<file path="config.mk">
export PLATFORM = sky130hd
export DESIGN_NAME = tsb_server
export DESIGN_NICKNAME = d
export VERILOG_FILES = /design/src/pkg/tsb_pkg.sv /design/src/rtl/tsb_mem_port.sv /design/src/rtl/tsb_server.sv
export VERILOG_INCLUDE_DIRS = /design/src /design/src/pkg
export SDC_FILE = /design/constraint.sdc
export NUM_CORES = 1
export LEC_CHECK = 0
export BUFFER_PORTS_ARGS = -buffer_cell sky130_fd_sc_hd__buf_4
export CORE_ASPECT_RATIO = 0.75
export CORE_MARGIN = 2
export CORE_UTILIZATION = 30
export CTS_CLUSTER_DIAMETER = 80
export DETAILED_ROUTE_END_ITERATION = 10
export GPL_TIMING_DRIVEN = 0
export SLEW_MARGIN = 15
export SYNTH_ARGS = -nofsm -noshare
export SYNTH_HDL_FRONTEND = slang
export SYNTH_SLANG_ARGS = --single-unit
</file>
<file path="constraint.sdc">
create_clock -name core_clk_i -period 3 [get_ports core_clk_i]
set_clock_uncertainty 0.1 [all_clocks]
set_input_delay 0.3 -clock core_clk_i [delete_from_list [all_inputs] [get_ports core_clk_i]]
set_output_delay 0.3 -clock core_clk_i [all_outputs]
set_load 0.01 [all_outputs]
</file>
<file path="src/pkg/tsb_cfg.svh">
`ifndef TSB_CFG_SVH
`define TSB_CFG_SVH
// Register indices; the byte address on the bus is four times the index
`define TSB_IDX_COUNT 4'h0
`define TSB_IDX_CTRL 4'h1
`define TSB_IDX_PTR_A 4'h2
`define TSB_IDX_PTR_B 4'h4
`define TSB_IDX_BLKLEN 4'h6
`define TSB_IDX_SELECT 4'h8
`define TSB_IDX_DONE 4'h9
`define TSB_IDX_STATUS 4'ha
// Reset values
`define TSB_RST_BYTE 8'h00
`define TSB_RST_WORD 16'h0000
// Server control byte fields
`define TSB_MODE_HI 7
`define TSB_MODE_LO 5
`define TSB_BIT_BYTE 4
`define TSB_BIT_SRC_KEEP 3
`define TSB_BIT_RETAIN 3
`define TSB_BIT_DST_KEEP 2
`define TSB_BIT_SRC_INC 1
`define TSB_BIT_DST_INC 0
// Mode select codes
`define TSB_MODE_BLOCK 3'b000
`define TSB_MODE_SCAN 3'b110
// Status register fields
`define TSB_STAT_BUSY 0
`define TSB_STAT_ERR 1
`define TSB_STAT_LAT_LO 16
// Block length and pointer steps
`define TSB_MAX_BLOCK_LEN 32
`define TSB_STEP_BYTE 16'h0001
`define TSB_STEP_WORD 16'h0002
`endif

</file>
<file path="src/pkg/tsb_pkg.sv">
package tsb_pkg;
  // Sequencer states of the transfer server
  typedef enum logic [2:0] {
    tsb_st_idle = 3'b000,
    tsb_st_blk_rd = 3'b001,
    tsb_st_blk_wr = 3'b010,
    tsb_st_blk_end = 3'b011,
    tsb_st_scn_cmd = 3'b100,
    tsb_st_scn_res = 3'b101,
    tsb_st_scn_wr = 3'b110,
    tsb_st_scn_end = 3'b111
  } tsb_state_type;
endpackage : tsb_pkg

</file>
<file path="src/rtl/tsb_mem_port.sv">
module tsb_mem_port (
  input wire logic core_clk_i,
  input wire logic srst_i,
  input wire logic start_i,
  input wire logic we_i,
  input wire logic byte_i,
  input wire logic [15:0] addr_i,
  input wire logic [15:0] wdata_i,
  output logic done_o,
  output logic [15:0] rdata_o,
  output logic mem_req_o,
  output logic mem_we_o,
  output logic mem_byte_o,
  output logic [15:0] mem_addr_o,
  output logic [15:0] mem_wdata_o,
  input wire logic mem_ack_i,
  input wire logic [15:0] mem_rdata_i
);
  // Request stays up with stable fields until the memory acknowledges
  always_ff @(posedge core_clk_i) begin
    if (srst_i) begin
      mem_req_o <= 1'b0;
      mem_we_o <= 1'b0;
      mem_byte_o <= 1'b0;
      mem_addr_o <= 16'h0000;
      mem_wdata_o <= 16'h0000;
    end else if (mem_req_o) begin
      if (mem_ack_i) begin
        mem_req_o <= 1'b0;
      end
    end else if (start_i) begin
      mem_req_o <= 1'b1;
      mem_we_o <= we_i;
      mem_byte_o <= byte_i;
      mem_addr_o <= addr_i;
      mem_wdata_o <= byte_i ? {8'h00, wdata_i[7:0]} : wdata_i;
    end
  end

  // Completion pulse with captured read data, upper byte cleared for bytes
  always_ff @(posedge core_clk_i) begin
    if (srst_i) begin
      done_o <= 1'b0;
      rdata_o <= 16'h0000;
    end else begin
      done_o <= mem_req_o && mem_ack_i;
      if (mem_req_o && mem_ack_i && !mem_we_o) begin
        rdata_o <= mem_byte_o ? {8'h00, mem_rdata_i[7:0]} : mem_rdata_i;
      end
    end
  end
endmodule : tsb_mem_port

</file>
<file path="src/rtl/tsb_server.sv">
// Implementation choice: register access over Wishbone.
`include "tsb_cfg.svh"
module tsb_server
  import tsb_pkg::*;
#(
  parameter int MAX_BLOCK_LEN = `TSB_MAX_BLOCK_LEN
) (
  input wire logic core_clk_i,
  input wire logic srst_i,
  input wire logic wb_cyc_i,
  input wire logic wb_stb_i,
  input wire logic wb_we_i,
  input wire logic [7:0] wb_adr_i,
  input wire logic [31:0] wb_dat_i,
  input wire logic [3:0] wb_sel_i,
  output logic [31:0] wb_dat_o,
  output logic wb_ack_o,
  input wire logic srv_req_i,
  output logic srv_done_o,
  output logic srv_busy_o,
  output logic mem_req_o,
  output logic mem_we_o,
  output logic mem_byte_o,
  output logic [15:0] mem_addr_o,
  output logic [15:0] mem_wdata_o,
  input wire logic mem_ack_i,
  input wire logic [15:0] mem_rdata_i,
  output logic [15:0] conv_cmd_o,
  output logic conv_cmd_wr_o
);
  if (MAX_BLOCK_LEN < 1 || MAX_BLOCK_LEN > 255) begin : g_len_check
    $error("MAX_BLOCK_LEN must lie in 1..255");
  end

  localparam logic [7:0] MAX_LEN = 8'(MAX_BLOCK_LEN);

  // Pointer step for one element
  function automatic logic [15:0] elem_step(input logic byte_sel);
    elem_step = byte_sel ? `TSB_STEP_BYTE : `TSB_STEP_WORD;
  endfunction : elem_step

  tsb_state_type state_q;
  logic [7:0] count_q;
  logic [7:0] ctrl_q;
  logic [15:0] ptr_a_q;
  logic [15:0] ptr_b_q;
  logic [7:0] blklen_q;
  logic sel_q;
  logic done_q;
  logic err_q;
  logic pend_q;
  logic acc_q;
  logic [15:0] wa_q;
  logic [15:0] wb_q;
  logic [7:0] left_q;
  logic [15:0] data_q;
  logic [15:0] cmd_q;
  logic [15:0] lat_q;
  logic [15:0] last_lat_q;
  logic [31:0] rd_data;
  logic [3:0] idx;
  logic mapped;
  logic wr_go;
  logic [2:0] mode;
  logic byte_sel;
  logic start;
  logic at_end;
  logic last_cycle;
  logic mem_go;
  logic mem_we;
  logic [15:0] mem_addr;
  logic [15:0] mem_wdata;
  logic mem_byte;
  logic mem_done;
  logic [15:0] mem_rdata;
  logic [7:0] eff_len;

  // Field decode and start condition
  assign mode = ctrl_q[`TSB_MODE_HI:`TSB_MODE_LO];
  assign byte_sel = ctrl_q[`TSB_BIT_BYTE];
  assign start = (state_q == tsb_st_idle) && pend_q && sel_q
    && (count_q != 8'h00);
  assign at_end = (state_q == tsb_st_blk_end)
    || (state_q == tsb_st_scn_end);
  assign last_cycle = at_end && (count_q == 8'h01);
  assign srv_done_o = done_q;
  assign srv_busy_o = (state_q != tsb_st_idle);

  // Block length clamped to what the sequencer serves; zero acts as one
  assign eff_len = (blklen_q == 8'h00) ? 8'h01 :
    (blklen_q > MAX_LEN) ? MAX_LEN : blklen_q;

  // Bus slave decode: one word per register, index in address bits 5:2
  assign idx = wb_adr_i[5:2];
  assign mapped = (wb_adr_i[7:6] == 2'b00) && (wb_adr_i[1:0] == 2'b00);
  assign wr_go = wb_cyc_i && wb_stb_i && wb_we_i && !wb_ack_o && mapped;

  // Read multiplexer, unmapped and reserved bits read as zero
  always_comb begin
    rd_data = 32'h0000_0000;
    if (mapped) begin
      case (idx)
        `TSB_IDX_COUNT: rd_data = {24'h000000, count_q};
        `TSB_IDX_CTRL: rd_data = {24'h000000, ctrl_q};
        `TSB_IDX_PTR_A: rd_data = {16'h0000, ptr_a_q};
        `TSB_IDX_PTR_B: rd_data = {16'h0000, ptr_b_q};
        `TSB_IDX_BLKLEN: rd_data = {24'h000000, blklen_q};
        `TSB_IDX_SELECT: rd_data = {31'h00000000, sel_q};
        `TSB_IDX_DONE: rd_data = {31'h00000000, done_q};
        `TSB_IDX_STATUS: begin
          rd_data[`TSB_STAT_BUSY] = srv_busy_o;
          rd_data[`TSB_STAT_ERR] = err_q;
          rd_data[31:`TSB_STAT_LAT_LO] = last_lat_q;
        end
        default: rd_data = 32'h0000_0000;
      endcase
    end
  end

  // Classic handshake: ack one cycle after the strobe, every access answered
  always_ff @(posedge core_clk_i) begin
    if (srst_i) begin
      wb_ack_o <= 1'b0;
      wb_dat_o <= 32'h0000_0000;
    end else begin
      wb_ack_o <= wb_cyc_i && wb_stb_i && !wb_ack_o;
      if (wb_cyc_i && wb_stb_i && !wb_ack_o) begin
        wb_dat_o <= rd_data;
      end
    end
  end

  // Control block fields: software writes while idle, server updates at end
  always_ff @(posedge core_clk_i) begin
    if (srst_i) begin
      count_q <= `TSB_RST_BYTE;
      ctrl_q <= `TSB_RST_BYTE;
      ptr_a_q <= `TSB_RST_WORD;
      ptr_b_q <= `TSB_RST_WORD;
      blklen_q <= `TSB_RST_BYTE;
    end else if (state_q == tsb_st_blk_end) begin
      if (ctrl_q[`TSB_BIT_SRC_KEEP]) begin
        ptr_a_q <= wa_q;
      end
      if (ctrl_q[`TSB_BIT_DST_KEEP]) begin
        ptr_b_q <= wb_q;
      end
      count_q <= count_q - 8'h01;
    end else if (state_q == tsb_st_scn_end) begin
      if (ctrl_q[`TSB_BIT_RETAIN]) begin
        ptr_a_q <= wa_q;
      end
      count_q <= count_q - 8'h01;
    end else if (wr_go && state_q == tsb_st_idle) begin
      case (idx)
        `TSB_IDX_COUNT: if (wb_sel_i[0]) count_q <= wb_dat_i[7:0];
        `TSB_IDX_CTRL: if (wb_sel_i[0]) ctrl_q <= wb_dat_i[7:0];
        `TSB_IDX_PTR_A: begin
          if (wb_sel_i[0]) ptr_a_q[7:0] <= wb_dat_i[7:0];
          if (wb_sel_i[1]) ptr_a_q[15:8] <= wb_dat_i[15:8];
        end
        `TSB_IDX_PTR_B: begin
          if (wb_sel_i[0]) ptr_b_q[7:0] <= wb_dat_i[7:0];
          if (wb_sel_i[1]) ptr_b_q[15:8] <= wb_dat_i[15:8];
        end
        `TSB_IDX_BLKLEN: if (wb_sel_i[0]) blklen_q <= wb_dat_i[7:0];
        default: ;
      endcase
    end
  end

  // Select bit: set by software, cleared by the server at count zero
  always_ff @(posedge core_clk_i) begin
    if (srst_i) begin
      sel_q <= 1'b0;
    end else if (last_cycle) begin
      sel_q <= 1'b0;
    end else if (wr_go && idx == `TSB_IDX_SELECT && wb_sel_i[0]) begin
      sel_q <= wb_dat_i[0];
    end
  end

  // Done bit: write one to clear, a new completion wins over the clear
  always_ff @(posedge core_clk_i) begin
    if (srst_i) begin
      done_q <= 1'b0;
    end else if (last_cycle) begin
      done_q <= 1'b1;
    end else if (wr_go && idx == `TSB_IDX_DONE && wb_sel_i[0]
                 && wb_dat_i[0]) begin
      done_q <= 1'b0;
    end
  end

  // Pending service request; an arrival during its own take is kept
  always_ff @(posedge core_clk_i) begin
    if (srst_i) begin
      pend_q <= 1'b0;
    end else if (srv_req_i) begin
      pend_q <= 1'b1;
    end else if (state_q == tsb_st_idle) begin
      pend_q <= 1'b0;
    end
  end

  // Unsupported mode codes are refused and flagged; write one to clear
  always_ff @(posedge core_clk_i) begin
    if (srst_i) begin
      err_q <= 1'b0;
    end else if (start && mode != `TSB_MODE_BLOCK
                 && mode != `TSB_MODE_SCAN) begin
      err_q <= 1'b1;
    end else if (wr_go && idx == `TSB_IDX_STATUS && wb_sel_i[0]
                 && wb_dat_i[`TSB_STAT_ERR]) begin
      err_q <= 1'b0;
    end
  end

  // Sequencer: a started service runs to its end with no way out
  always_ff @(posedge core_clk_i) begin
    if (srst_i) begin
      state_q <= tsb_st_idle;
    end else begin
      case (state_q)
        tsb_st_idle: begin
          if (start && mode == `TSB_MODE_BLOCK) begin
            state_q <= tsb_st_blk_rd;
          end else if (start && mode == `TSB_MODE_SCAN) begin
            state_q <= tsb_st_scn_cmd;
          end
        end
        tsb_st_blk_rd: if (mem_done) state_q <= tsb_st_blk_wr;
        tsb_st_blk_wr: begin
          if (mem_done) begin
            state_q <= (left_q <= 8'h01) ? tsb_st_blk_end
              : tsb_st_blk_rd;
          end
        end
        tsb_st_blk_end: state_q <= tsb_st_idle;
        tsb_st_scn_cmd: if (mem_done) state_q <= tsb_st_scn_res;
        tsb_st_scn_res: if (mem_done) state_q <= tsb_st_scn_wr;
        tsb_st_scn_wr: if (mem_done) state_q <= tsb_st_scn_end;
        tsb_st_scn_end: state_q <= tsb_st_idle;
        default: state_q <= tsb_st_idle;
      endcase
    end
  end

  // One memory access per access state
  assign mem_go = !acc_q && (state_q != tsb_st_idle) && !at_end;
  always_ff @(posedge core_clk_i) begin
    if (srst_i) begin
      acc_q <= 1'b0;
    end else if (mem_done) begin
      acc_q <= 1'b0;
    end else if (mem_go) begin
      acc_q <= 1'b1;
    end
  end

  // Access selection per state
  always_comb begin
    mem_we = 1'b0;
    mem_byte = 1'b0;
    mem_addr = wa_q;
    mem_wdata = data_q;
    case (state_q)
      tsb_st_blk_rd: mem_byte = byte_sel;
      tsb_st_blk_wr: begin
        mem_we = 1'b1;
        mem_byte = byte_sel;
        mem_addr = wb_q;
      end
      tsb_st_scn_res: mem_addr = ptr_b_q;
      tsb_st_scn_wr: mem_we = 1'b1;
      default: mem_addr = wa_q;
    endcase
  end

  // Working pointers, element counter and held data
  always_ff @(posedge core_clk_i) begin
    if (srst_i) begin
      wa_q <= `TSB_RST_WORD;
      wb_q <= `TSB_RST_WORD;
      left_q <= `TSB_RST_BYTE;
      data_q <= `TSB_RST_WORD;
      cmd_q <= `TSB_RST_WORD;
    end else if (start) begin
      wa_q <= ptr_a_q;
      wb_q <= ptr_b_q;
      left_q <= eff_len;
    end else if (mem_done) begin
      case (state_q)
        tsb_st_blk_rd: data_q <= mem_rdata;
        tsb_st_blk_wr: begin
          if (ctrl_q[`TSB_BIT_SRC_INC]) begin
            wa_q <= wa_q + elem_step(byte_sel);
          end
          if (ctrl_q[`TSB_BIT_DST_INC]) begin
            wb_q <= wb_q + elem_step(byte_sel);
          end
          left_q <= left_q - 8'h01;
        end
        tsb_st_scn_cmd: begin
          cmd_q <= mem_rdata;
          wa_q <= wa_q + `TSB_STEP_WORD;
        end
        tsb_st_scn_res: data_q <= mem_rdata;
        tsb_st_scn_wr: wa_q <= wa_q + `TSB_STEP_WORD;
        default: data_q <= data_q;
      endcase
    end
  end

  // Held command goes to the converter, starting the next conversion
  always_ff @(posedge core_clk_i) begin
    if (srst_i) begin
      conv_cmd_o <= `TSB_RST_WORD;
      conv_cmd_wr_o <= 1'b0;
    end else begin
      conv_cmd_wr_o <= (state_q == tsb_st_scn_end);
      if (state_q == tsb_st_scn_end) begin
        conv_cmd_o <= cmd_q;
      end
    end
  end

  // Length of the last service in clocks, saturating, shows the latency
  always_ff @(posedge core_clk_i) begin
    if (srst_i) begin
      lat_q <= `TSB_RST_WORD;
      last_lat_q <= `TSB_RST_WORD;
    end else if (start) begin
      lat_q <= 16'h0001;
    end else if (srv_busy_o) begin
      if (lat_q != 16'hffff) begin
        lat_q <= lat_q + 16'h0001;
      end
      if (at_end) begin
        last_lat_q <= lat_q;
      end
    end
  end

  tsb_mem_port u_mem_port (
    .core_clk_i(core_clk_i),
    .srst_i(srst_i),
    .start_i(mem_go),
    .we_i(mem_we),
    .byte_i(mem_byte),
    .addr_i(mem_addr),
    .wdata_i(mem_wdata),
    .done_o(mem_done),
    .rdata_o(mem_rdata),
    .mem_req_o(mem_req_o),
    .mem_we_o(mem_we_o),
    .mem_byte_o(mem_byte_o),
    .mem_addr_o(mem_addr_o),
    .mem_wdata_o(mem_wdata_o),
    .mem_ack_i(mem_ack_i),
    .mem_rdata_i(mem_rdata_i)
  );
endmodule : tsb_server

</file>
==> summary.md, run 1 <==
* **unrepaired setup endpoints after global routing** false
* **total clock buffers created by CTS** 29
* **vertical extent of the die** 178.8 µm
* **multi-input logic area** 6295 µm²
* **IO Pins** 154
* **Post-Syn Area per Cell** 8.167 µm²
* **Worst Path Arrival** 3330 ps
* **endpoint class of the critical path** flop
* **count of endpoints failing hold in the final timing report** 0
* **slew margin rel.** 0.3060
* **area used by sequential logic in the layout** 5405 µm²
* **clock slew seen by the registers of the worst setup and hold paths** 60 ps
* **share of synthesized area occupied by flip-flops and latches** 0.4421
* **Synth-to-Final Area Change** 23.74%
* **CTS sink count** 270
* **data required time at the worst endpoint** 3290 ps
* **Crit Path Category** flop to flop
* **Achievable Freq** 0.3286 GHz
* **Mapped Area** 12,230 µm²
* **ratio of total power to cell area** 483.4 nW/µm²
* **count of flip-flops with a built-in enable after synthesis** 0
* **final max-slew violation count** 0
* **Slew @ Worst Pin** 1031 ps
* **leakage power figure** 0.005157 µW
* **worst ir drop on vdd** 382.8 µV
* **Hold Path Class** input port to flop
* **Routed WL per cell** 20.15 µm
* **number of nets still failing antenna checks after routing** 0
* **ranking of synthesized cells by instance count** 289 x nand2_1, 270 x dfxtp_1, 170 x a21oi_1, 130 x nor2_1, 91 x clkbuf_1
* **insertion delay to the later sink of the worst-skew pair** 580 ps
* **via count** 12.07k
* **count of unresolved DRC violations after routing** 0
* **global-route wire length before repair** 68,450 µm
* **top area cells in the synthesized netlist** dfxtp_1 44%, nand2_1 8.9%, a21oi_1 7.0%
* **final period utilization** 1.014
* **count of fill cells added during filler insertion** 4,200
* **worst-path maximum fanout** 10
* **gr usage total** 0.2083
* **starting density of the core** 0.3017
* **Total Die Area** 42,400 µm²
* **largest net degree at the start of global routing** 16
* **number of vias per cell** 5.385
* **routability-driven placement congestion ratio** 0.9265
* **crit path launch type** flop
* **number of nets in the layout** 1,775
* **fraction of layout instances using a drive strength above 1** 0.1308
* **Routed Wire Length** 45,150 µm
* **cell type with the highest aggregate area in the netlist** dfxtp_1
* **violations in the final reports** setup timing
* **number of antenna violations at the first check in global routing** 1
* **setup bufs post-CTS** 0
* **pre-CTS worst setup slack** -68.70 ps
* **share of Yosys cell area claimed by the top area cell type** 0.4421
* **First-pass DRT Iterations** 7
* **most instantiated library cell after synthesis** nand2_1
* **level count of the clock H-tree** 1
* **count of different cell masters after synthesis** 77
* **post-synthesis register bit count** 270
* **number of global-route vias before repair** 11.47k
* **non-filler cells, final** 2,241
* **root buffer selected by CTS** clkbuf_16
* **Final Critical Period** 3043 ps
* **worst-case clock buffer depth** 3
* **final critical-path setup slack** -43.16 ps
* **status** finished with violations
* **warnings from Yosys** 0
* **final setup violation count** 1
* **number of max-cap violations** 0
* **gate count of the mapped netlist** 1,497
* **critical path's slowest cell** nor4_1
* **delay of the slowest cell on the worst path** 760 ps
* **violation count after the first detailed-route iteration** 1,106
* **Synthesized Nets** 1,576
* **site row count** 64
* **GRT Residual Overflow** 0
* **post-synthesis async set-or-reset flop share** 0
* **chip width** 237.1 µm
* **area of the core** 40,520 µm²
* **Port Buf Inserts** 134
* **Cell Count Post-Placement** 2,159
* **cell chain of the critical path** nor4_1 -> a311o_1 -> buf_2 -> nor3_1 -> nor4b_1
* **diode insertion count for antenna repair** 0
* **detailed placer's ending HPWL** 33,780 µm
* **clock tree from TritonCTS** built
* **predominant post-synthesis flop cell** dfxtp_1
-- where the power goes --
group | switching, µW | total [µW] | internal, µW
combinational | 181 | 284 | 103
sequential | 0.975 | 3590 | 3590
clock | 1480 | 3440 | 1960
-- metrics by stage --
step           instance area (µm²)  power (µW)  TNS, ps    util  hold slack [ps]
3_5_place_dp                 13890        3909   -68.70  0.3429            344.7
3_3_place_gp                 13890        3907   -52.32  0.3429            343.6
2_1_floorplan                12230        3771        0       -            317.4
4_1_cts                      15120        7381        0  0.3731            7.436
5_1_grt                      15130        7540        0  0.3734            73.24
6_report                     15130        7313   -43.16  0.3734            39.63
-- cells in the final DEF (no fill, tap or decap), drive strengths merged, types with 21 or more instances in the layout --
master	instances
nand2	289
dfxtp	270
a211oi	21
nor3	31
a22oi	44
nand3	27
nor2	131
a311oi	27
mux2i	35
dlygate4sd3	34
a21oi	172
buf	159
clkbuf	135
o21ai	54
-- logic make-up after synthesis --
family	Yosys count	synth area share
and+or+nand+nor	614	0.2322
AOI/OAI and AO/OA	398	0.2048
DFF	270	0.4421
muxes	45	0.04339
xor gates and xnor gates	28	0.02006
buffers and inverters	130	0.04391
adders and majority gates	12	0.01351
-- final timing paths --
path	from	cells after the start	slack [ps]	endpoint
setup / recovery	count_q[4]	5	-40	state_q[0]
hold / removal	wb_adr_i[2]	5	40	err_q
setup reg to reg	count_q[4]	5	-40	state_q[0]
hold reg to reg	data_q[15]	2	350	data_q[15]
-- routing by layer --
| metal | track usage | vias to the layer above | wire, µm |
|---|---|---|---|
| met5 | 0 | - | 13 |
| met4 | 0.05870 | 2 | 1284 |
| met3 | 0.05373 | 90 | 4299 |
| met2 | 0.3251 | 530 | 19340 |
| met1 | 0.2844 | 5696 | 20210 |
| li1 | - | 5749 | - |
-- critical path, delay by kind of cell, from the launching register on --
family / cells / cell delay (ps)
compound gates: 1 / 440
buf+inv: 1 / 380
flops: 1 / 370
simple gates: 3 / 1550
-- state kept, by name, summed over array words and instances, names as in the netlist, 16 cells and up --
name                    cells
last_lat_q                 16
ptr_b_q                    16
u_mem_port.mem_wdata_o     16
u_mem_port.rdata_o         16
u_mem_port.mem_addr_o      16
wb_q                       16
data_q                     16
wb_dat_o                   32
conv_cmd_o                 16
cmd_q                      16
ptr_a_q                    16
lat_q                      16
wa_q                       16
-- what timing repair did --
item	CTS	global route
hold buffers	34	0
endpoints found under the setup margin	1	2
hold endpoints to repair	68	0
resized for setup	1	1
cloned	0	0
-- area by class of cell --
cell class              instances  share of cell area
well taps                     528             0.04367
clock buffers                  43             0.05409
repair buffers                168             0.08899
inverters                      13            0.003226
multi-input cells            1097              0.4161
flip-flops and latches        270              0.3573
clock inverters                 5            0.004301
plain buffers                 117             0.03234
No activity file was read; power rests on OpenSTA's default activity.
==> run 2, diff against run 1 <==
--- a/config.mk
+++ b/config.mk
@@ -13,6 +13,7 @@
 export CTS_CLUSTER_DIAMETER = 80
 export DETAILED_ROUTE_END_ITERATION = 10
 export GPL_TIMING_DRIVEN = 0
+export PLACE_DENSITY = 0.44
 export SLEW_MARGIN = 15
 export SYNTH_ARGS = -nofsm -noshare
 export SYNTH_HDL_FRONTEND = slang
==> run 2 against run 1 <==
The run now ends clean. Worst setup slack improved by 150 ps. Register-to-register slack better by 150 ps. Maximum frequency is 5.3% higher. Critical endpoint is now u_mem_port.mem_addr_o[15]. Largest cell class unchanged. Highest routed layer unchanged.
==> summary.md, run 2 (synthesis gave the netlist of run 1 again) <==
* **flip-flop count of the largest register after layout** 32, unchanged
* **total clock buffers created by CTS** 29, unchanged
* **clock tree from TritonCTS** built
* **Cell Count Post-Placement** 2,159, unchanged
* **count of endpoints failing hold in the final timing report** 0, unchanged
* **relative contribution of the clock network to total power** 0.516, +0.045
* **final max-slew violation count** 0, unchanged
* **Worst Path Arrival** 3290 ps, -40 ps
* **site row count** 64, unchanged
* **IO Pins** 154, unchanged
* **detailed placer's ending HPWL** 35,890 µm, +6.2%
* **largest net degree at the start of global routing** 20, +4
* **starting density of the core** 0.3017, unchanged
* **fraction of layout instances using a drive strength above 1** 0.1385, +0.007768
* **critical path's slowest cell** buf_1
* **First-pass DRT Iterations** 5, -2
* **insertion delay to the later sink of the worst-skew pair** 590 ps, about the same
* **Routed WL per cell** 21.38 µm, +6.1%
* **chip width** 237.1 µm, unchanged
* **final period utilization** 0.9630, -0.05143
* **vertical extent of the die** 178.8 µm, unchanged
* **worst-path maximum fanout** 10, unchanged
* **most common cell after layout, fill and taps aside** nand2_1
* **Crit Path Category** flop to flop
* **slew margin rel.** 0.2918, -0.01418
* **combinational group share of total power** 0.036, -0.003
* **number of nets in the layout** 1,774, -0.056%
* **Total Die Area** 42,400 µm², unchanged
* **pre-CTS worst setup slack** -236.6 ps, -167.9 ps
* **gr usage total** 0.2223, +0.01402
* **switching power as a share of total power** 0.2234, -0.004232
* **GRT Residual Overflow** 0, unchanged
* **Top reg by flops** wb_dat_o
* **final critical-path setup slack** 111.1 ps, +154.3 ps
* **Final Critical Period** 2889 ps, -154.3 ps
* **unrepaired setup endpoints after global routing** false
* **number of nets still failing antenna checks after routing** 0, unchanged
* **Hold Path Class** input port to flop
* **number of max-cap violations** 0, unchanged
* **Achievable Freq** 0.3462 GHz, +5.3%
* **leakage power figure** 0.005265 µW, +2.1%
* **non-filler cells, final** 2,247, +0.27%
* **level count of the clock H-tree** 1, unchanged
* **endpoint class of the critical path** flop
* **CTS sink count** 270, unchanged
* **worst ir drop on vdd** 399.7 µV, +4.4%
* **area of the core** 40,520 µm², unchanged
* **cell chain of the critical path** buf_2 -> buf_1 -> inv_1 -> nand2_1 -> clkbuf_1 -> o221ai_1 -> a21oi_1
* **Routed Wire Length** 48,040 µm, +6.4%
* **crit path launch type** flop
* **delay-heaviest family, CP** buffers and inverters
* **net switching power** 1790 µW, +7.5%
* **number of global-route vias before repair** 11.29k, -1.6%
* **number of antenna violations at the first check in global routing** 1, unchanged
* **count of unresolved DRC violations after routing** 0, unchanged
* **Synth-to-Final Area Change** 25.42%
* **via count** 12.04k, -0.22%
* **status** finished, final reports clean
* **routability-driven placement congestion ratio** 0.8917, -3.8%
* **violation count after the first detailed-route iteration** 1,031, -6.8%
* **root buffer selected by CTS** clkbuf_16
* **commonest cells after routing, fill and taps aside** 289 x nand2_1, 270 x dfxtp_1, 170 x a21oi_1
* **count of fill cells added during filler insertion** 4,235, +0.83%
* **number of vias per cell** 5.359, -0.48%
* **final setup violation count** 0, -1
* **part of the total power dissipated in sequential elements** 0.448, -0.043
* **Port Buf Inserts** 134, unchanged
* **delay of the slowest cell on the worst path** 530 ps, -230 ps
* **WP buf/inv** 4, +3
* **Slew @ Worst Pin** 1053 ps, +22.01 ps
* **setup bufs post-CTS** 0, unchanged
* **global-route wire length before repair** 71,440 µm, +4.4%
* **clock slew seen by the registers of the worst setup and hold paths** 60 ps, about the same
* **data required time at the worst endpoint** 3400 ps, +110 ps
* **worst-case clock buffer depth** 3, unchanged
* **ratio of total power to cell area** 522.4 nW/µm², +8.1%
* **internal cell power** 6221 µW, +10%
==> run 2: cell count changes in the layout (fill, tap and decap cells not counted), sizes merged <==
cell / previous run / this run
clkinv: 3 / 7
bufinv: 1 / 7
diode: 0 / 1
clkbuf: 135 / 130
==> run 2: through the flow <==
step                      TNS [ps]  utilization  cell area [µm²]  hold slack, ps  power, µW
final                            0       0.3784            15330           37.53       8011
after global routing             0       0.3784            15330           41.38       8245
after CTS                        0       0.3782            15320           6.203       8096
after detailed placement     -1723       0.3429            13890           349.6       3920
after global placement       -1866       0.3429            13890           344.9       3921
after floorplan                  0            -            12230           317.4       3771
==> run 2: repair_timing <==
item,in CTS,in global routing
gates resized for setup,1,2
setup endpoints to repair,10,8
hold endpoints to repair,69,0
pin swaps,0,0
hold buffers,34,0
==> run 2: final cells by class <==
| type | count | area (µm²) | share of cell area |
|---|---|---|---|
| Antenna cell | 1 | 2.502 | 0.0001632 |
| Buffer | 116 | 485.5 | 0.03166 |
| Clock buffer | 39 | 823.3 | 0.05369 |
| Clock inverter | 15 | 269.0 | 0.01754 |
| Inverter | 13 | 48.80 | 0.003182 |
| Multi-Input combinational cell | 1097 | 6292 | 0.4104 |
| Sequential cell | 270 | 5405 | 0.3525 |
| Tap cell | 528 | 660.6 | 0.04308 |
| Timing Repair Buffer | 168 | 1346 | 0.08780 |
==> run 2: worst reg2reg max path: cells and delay by family (launching register included) <==
kind | cells | cell delay (ps)
buffers and inverters | 4 | 1440
flip-flops | 1 | 360
AND/OR/NAND/NOR | 1 | 370
AO/OA/AOI/OAI | 2 | 550
==> run 2: power groups by stage <==
| stage | registers [µW] | logic, µW | clock network [µW] |
|---|---|---|---|
| after floorplan | 3670 | 104 | 0 |
| after global placement | 3670 | 254 | 0 |
| final | 3590 | 289 | 4140 |
| after detailed placement | 3670 | 253 | 0 |
| after global routing | 3580 | 310 | 4350 |
| after CTS | 3590 | 289 | 4220 |
==> run 2: worst paths after layout <==
check | start | endpoint | slack [ps] | cells after the start
hold / removal | wb_adr_i[2] | err_q | 40 | 5
hold reg to reg | data_q[6] | u_mem_port.mem_wdata_o[6] | 350 | 2
setup / recovery | state_q[2] | u_mem_port.mem_addr_o[15] | 110 | 7
setup reg to reg | state_q[2] | u_mem_port.mem_addr_o[15] | 110 | 7
==> run 2: metal layers <==
metal | part of all wire | up-vias | global-route usage | routed length, µm
li1 | - | 5763 | - | -
met1 | 0.48 | 5832 | 0.3263 | 23030
met2 | 0.43 | 376 | 0.3408 | 20800
met3 | 0.070 | 68 | 0.03803 | 3346
met4 | 0.018 | 2 | 0.04612 | 856
met5 | 0.00027 | - | 0 | 13
==> run 3, diff against run 2 <==
--- a/config.mk
+++ b/config.mk
@@ -6,7 +6,7 @@
 export SDC_FILE = /design/constraint.sdc
 export NUM_CORES = 1
 export LEC_CHECK = 0
-export BUFFER_PORTS_ARGS = -buffer_cell sky130_fd_sc_hd__buf_4
+export BUFFER_PORTS_ARGS = -buffer_cell sky130_fd_sc_hd__buf_2
 export CORE_ASPECT_RATIO = 0.75
 export CORE_MARGIN = 2
 export CORE_UTILIZATION = 30
==> constraint.sdc (replaced) <==
create_clock -name core_clk_i -period 2.96 [get_ports core_clk_i]
set_clock_uncertainty 0.1 [all_clocks]
set_input_delay 0.296 -clock core_clk_i [delete_from_list [all_inputs] [get_ports core_clk_i]]
set_output_delay 0.296 -clock core_clk_i [all_outputs]
set_load 0.01 [all_outputs]
==> run 3 against run 2 <==
Worst setup slack is essentially flat. Combinational power shrank 5%. Die area is the same. Via count rose by 0.20%. Sequential share of layout area rose by 0.82 points. Global-route usage is 0.16 points lower. Count of clock-buffer cells in the layout increased by 5. Critical path type unchanged. Largest power group unchanged.
==> summary.md, run 3 (synthesis gave the netlist of run 1 again) <==
* **final max-slew violation count** 0, unchanged
* **IO Pins** 154, unchanged
* **detailed placer's ending HPWL** 35,800 µm, -0.24%
* **GRT Residual Overflow** 0, unchanged
* **gr usage total** 0.2207, -0.001609
* **routability-driven placement congestion ratio** 0.8907, -0.11%
* **worst-path maximum fanout** 6, -4
* **First-pass DRT Iterations** 6, +1
* **Achievable Freq** 0.3510 GHz, +1.4%
* **via count** 12.07k, +0.20%
* **number of vias per cell** 5.365, +0.11%
* **slew margin rel.** 0.2911, -0.0007970
* **cell depth of the worst hold path** 3, -2
* **crit path launch type** flop
* **Top reg by flops** wb_dat_o
* **final critical-path setup slack** 111.4 ps, +0.2700 ps
* **violation count after the first detailed-route iteration** 1,009, -2.1%
* **insertion delay to the later sink of the worst-skew pair** 590 ps, about the same
* **Routed Wire Length** 48,010 µm, about the same
* **clock tree from TritonCTS** built
* **Routed WL per cell** 21.35 µm, -0.15%
* **Total Die Area** 42,400 µm², unchanged
* **leakage power figure** 0.005237 µW, -0.54%
* **count of endpoints failing hold in the final timing report** 0, unchanged
* **fraction of layout instances using a drive strength above 1** 0.1406, +0.002083
* **switching power as a share of total power** 0.2303, +0.006893
* **Worst Path Arrival** 3270 ps, -20 ps
* **level count of the clock H-tree** 1, unchanged
* **CTS sink count** 270, unchanged
* **total clock buffers created by CTS** 31, +6.9%
* **area of the core** 40,520 µm², unchanged
* **Crit. Startpoint** ctrl_q[4]
* **start of the worst register-to-register path** ctrl_q[4]
* **Crit Path Category** flop to flop
* **number of cells on the worst reg-to-reg path** 7, unchanged
* **site row count** 64, unchanged
* **internal cell power** 6111 µW, -1.8%
* **starting density of the core** 0.3017, unchanged
* **endpoint class of the critical path** flop
* **flip-flop count of the largest register after layout** 32, unchanged
* **setup bufs post-CTS** 0, unchanged
* **worst-case clock buffer depth** 3, unchanged
* **relative contribution of the clock network to total power** 0.508, -0.008
* **final setup violation count** 0, unchanged
* **Hold Path Class** input port to flop
* **global-route wire length before repair** 70,800 µm, -0.90%
* **commonest cells after routing, fill and taps aside** 289 x nand2_1, 270 x dfxtp_1, 170 x a21oi_1
* **final period utilization** 0.9624, about the same
* **Final Critical Period** 2849 ps, -40.27 ps
* **part of the total power dissipated in sequential elements** 0.458, +0.010
* **number of antenna violations at the first check in global routing** 0, -1
* **end point of the most critical hold path** wb_dat_o[7]
* **combinational group share of total power** 0.035, about the same
* **Slew @ Worst Pin** 1055 ps, +1.845 ps
* **data required time at the worst endpoint** 3380 ps, -20 ps
* **number of max-cap violations** 0, unchanged
* **most common cell after layout, fill and taps aside** nand2_1
* **TNS Setup** 0 ps, unchanged
* **Port Buf Inserts** 134, unchanged
* **Design Power** 7940 µW, -0.88%
* **largest net degree at the start of global routing** 17, -15%
* **clock slew seen by the registers of the worst setup and hold paths** 60 ps, about the same
* **hold_sp** srst_i
* **Synth-to-Final Area Change** 22.59%
* **root buffer selected by CTS** clkbuf_16
* **flop2flop setup slack** 110 ps, about the same
* **status** finished, final reports clean
* **destination of the worst register-to-register timing path** wa_q[9]
* **unrepaired setup endpoints after global routing** false
* **count of fill cells added during filler insertion** 4,272, +0.87%
* **count of unresolved DRC violations after routing** 0, unchanged
* **worst ir drop on vdd** 459.2 µV, +15%
* **vertical extent of the die** 178.8 µm, unchanged
* **number of global-route vias before repair** 11.05k, -2.1%
* **pre-CTS worst setup slack** -287.6 ps, -51.06 ps
* **diode insertion count for antenna repair** 0, -1
* **ratio of total power to cell area** 529.8 nW/µm², +1.4%
* **net switching power** 1829 µW, +2.2%
* **chip width** 237.1 µm, unchanged
* **number of nets in the layout** 1,777, +0.17%
* **number of nets still failing antenna checks after routing** 0, unchanged
[run 3: worst max-delay path: stages, from the launching register on]
cell	delay, ps
dfxtp_1	650
inv_1	310
ha_1	360
a21oi_1	80
o31ai_2	460
nand2_1	280
or3_1	370
a31oi_1	170
[run 3: how the worst max path moves through the flow]
stage,end,slack [ps],depth (start not counted)
4_1_cts,wb_q[5],100,6
3_5_place_dp,left_q[4],-290,7
2_1_floorplan,wa_q[10],810,6
5_1_grt,u_mem_port.mem_addr_o[1],20,8
6_report,wa_q[9],110,7
3_3_place_gp,left_q[4],-310,7
[run 3: per-layer routing]
layer  vias to the layer above  GRT usage  wire length, µm
li1                       5762          -                -
met1                      5845     0.3203            23280
met2                       384     0.3355            20440
met3                        74    0.03941             2948
met4                         0    0.05896             1338
met5                         -          0                0
[run 3: power by group through the flow]
stage               clock (µW)  sequential, µW  combinational, µW
finish                    4030            3640                274
global placement             0            3720                239
global route              4250            3630                294
floorplan                    0            3720                106
detailed placement           0            3720                239
CTS                       4100            3640                274
[run 3: repair_timing]
item                       CTS  global route
hold buffers                34             0
hold endpoints to repair    56             0
gates cloned                 0             0
resized for setup            2             6
setup endpoints to repair   10            28
[run 3: final cells by class]
cell class / instances / area, µm² / share of cell area
multi-input combinational: 1097 / 6304 / 0.4206
sequential: 270 / 5405 / 0.3607
timing repair buffer: 168 / 1011 / 0.06746
clock buffer: 44 / 904.6 / 0.06036
tap: 528 / 660.6 / 0.04408
buffer: 117 / 493.0 / 0.03289
clock inverter: 12 / 160.2 / 0.01069
inverter: 13 / 48.80 / 0.003256
[run 3: metrics by stage]
stage / cells / hold slack [ps] / area [µm²] / util
2_1_floorplan: 1497 / 313.4 / 12230 / -
3_3_place_gp: 2159 / 342.1 / 13560 / 0.3346
3_5_place_dp: 2159 / 346.8 / 13560 / 0.3346
4_1_cts: 2249 / 26.38 / 14960 / 0.3693
5_1_grt: 2249 / 93.54 / 14990 / 0.3699
6_report: 2249 / 61.39 / 14990 / 0.3699
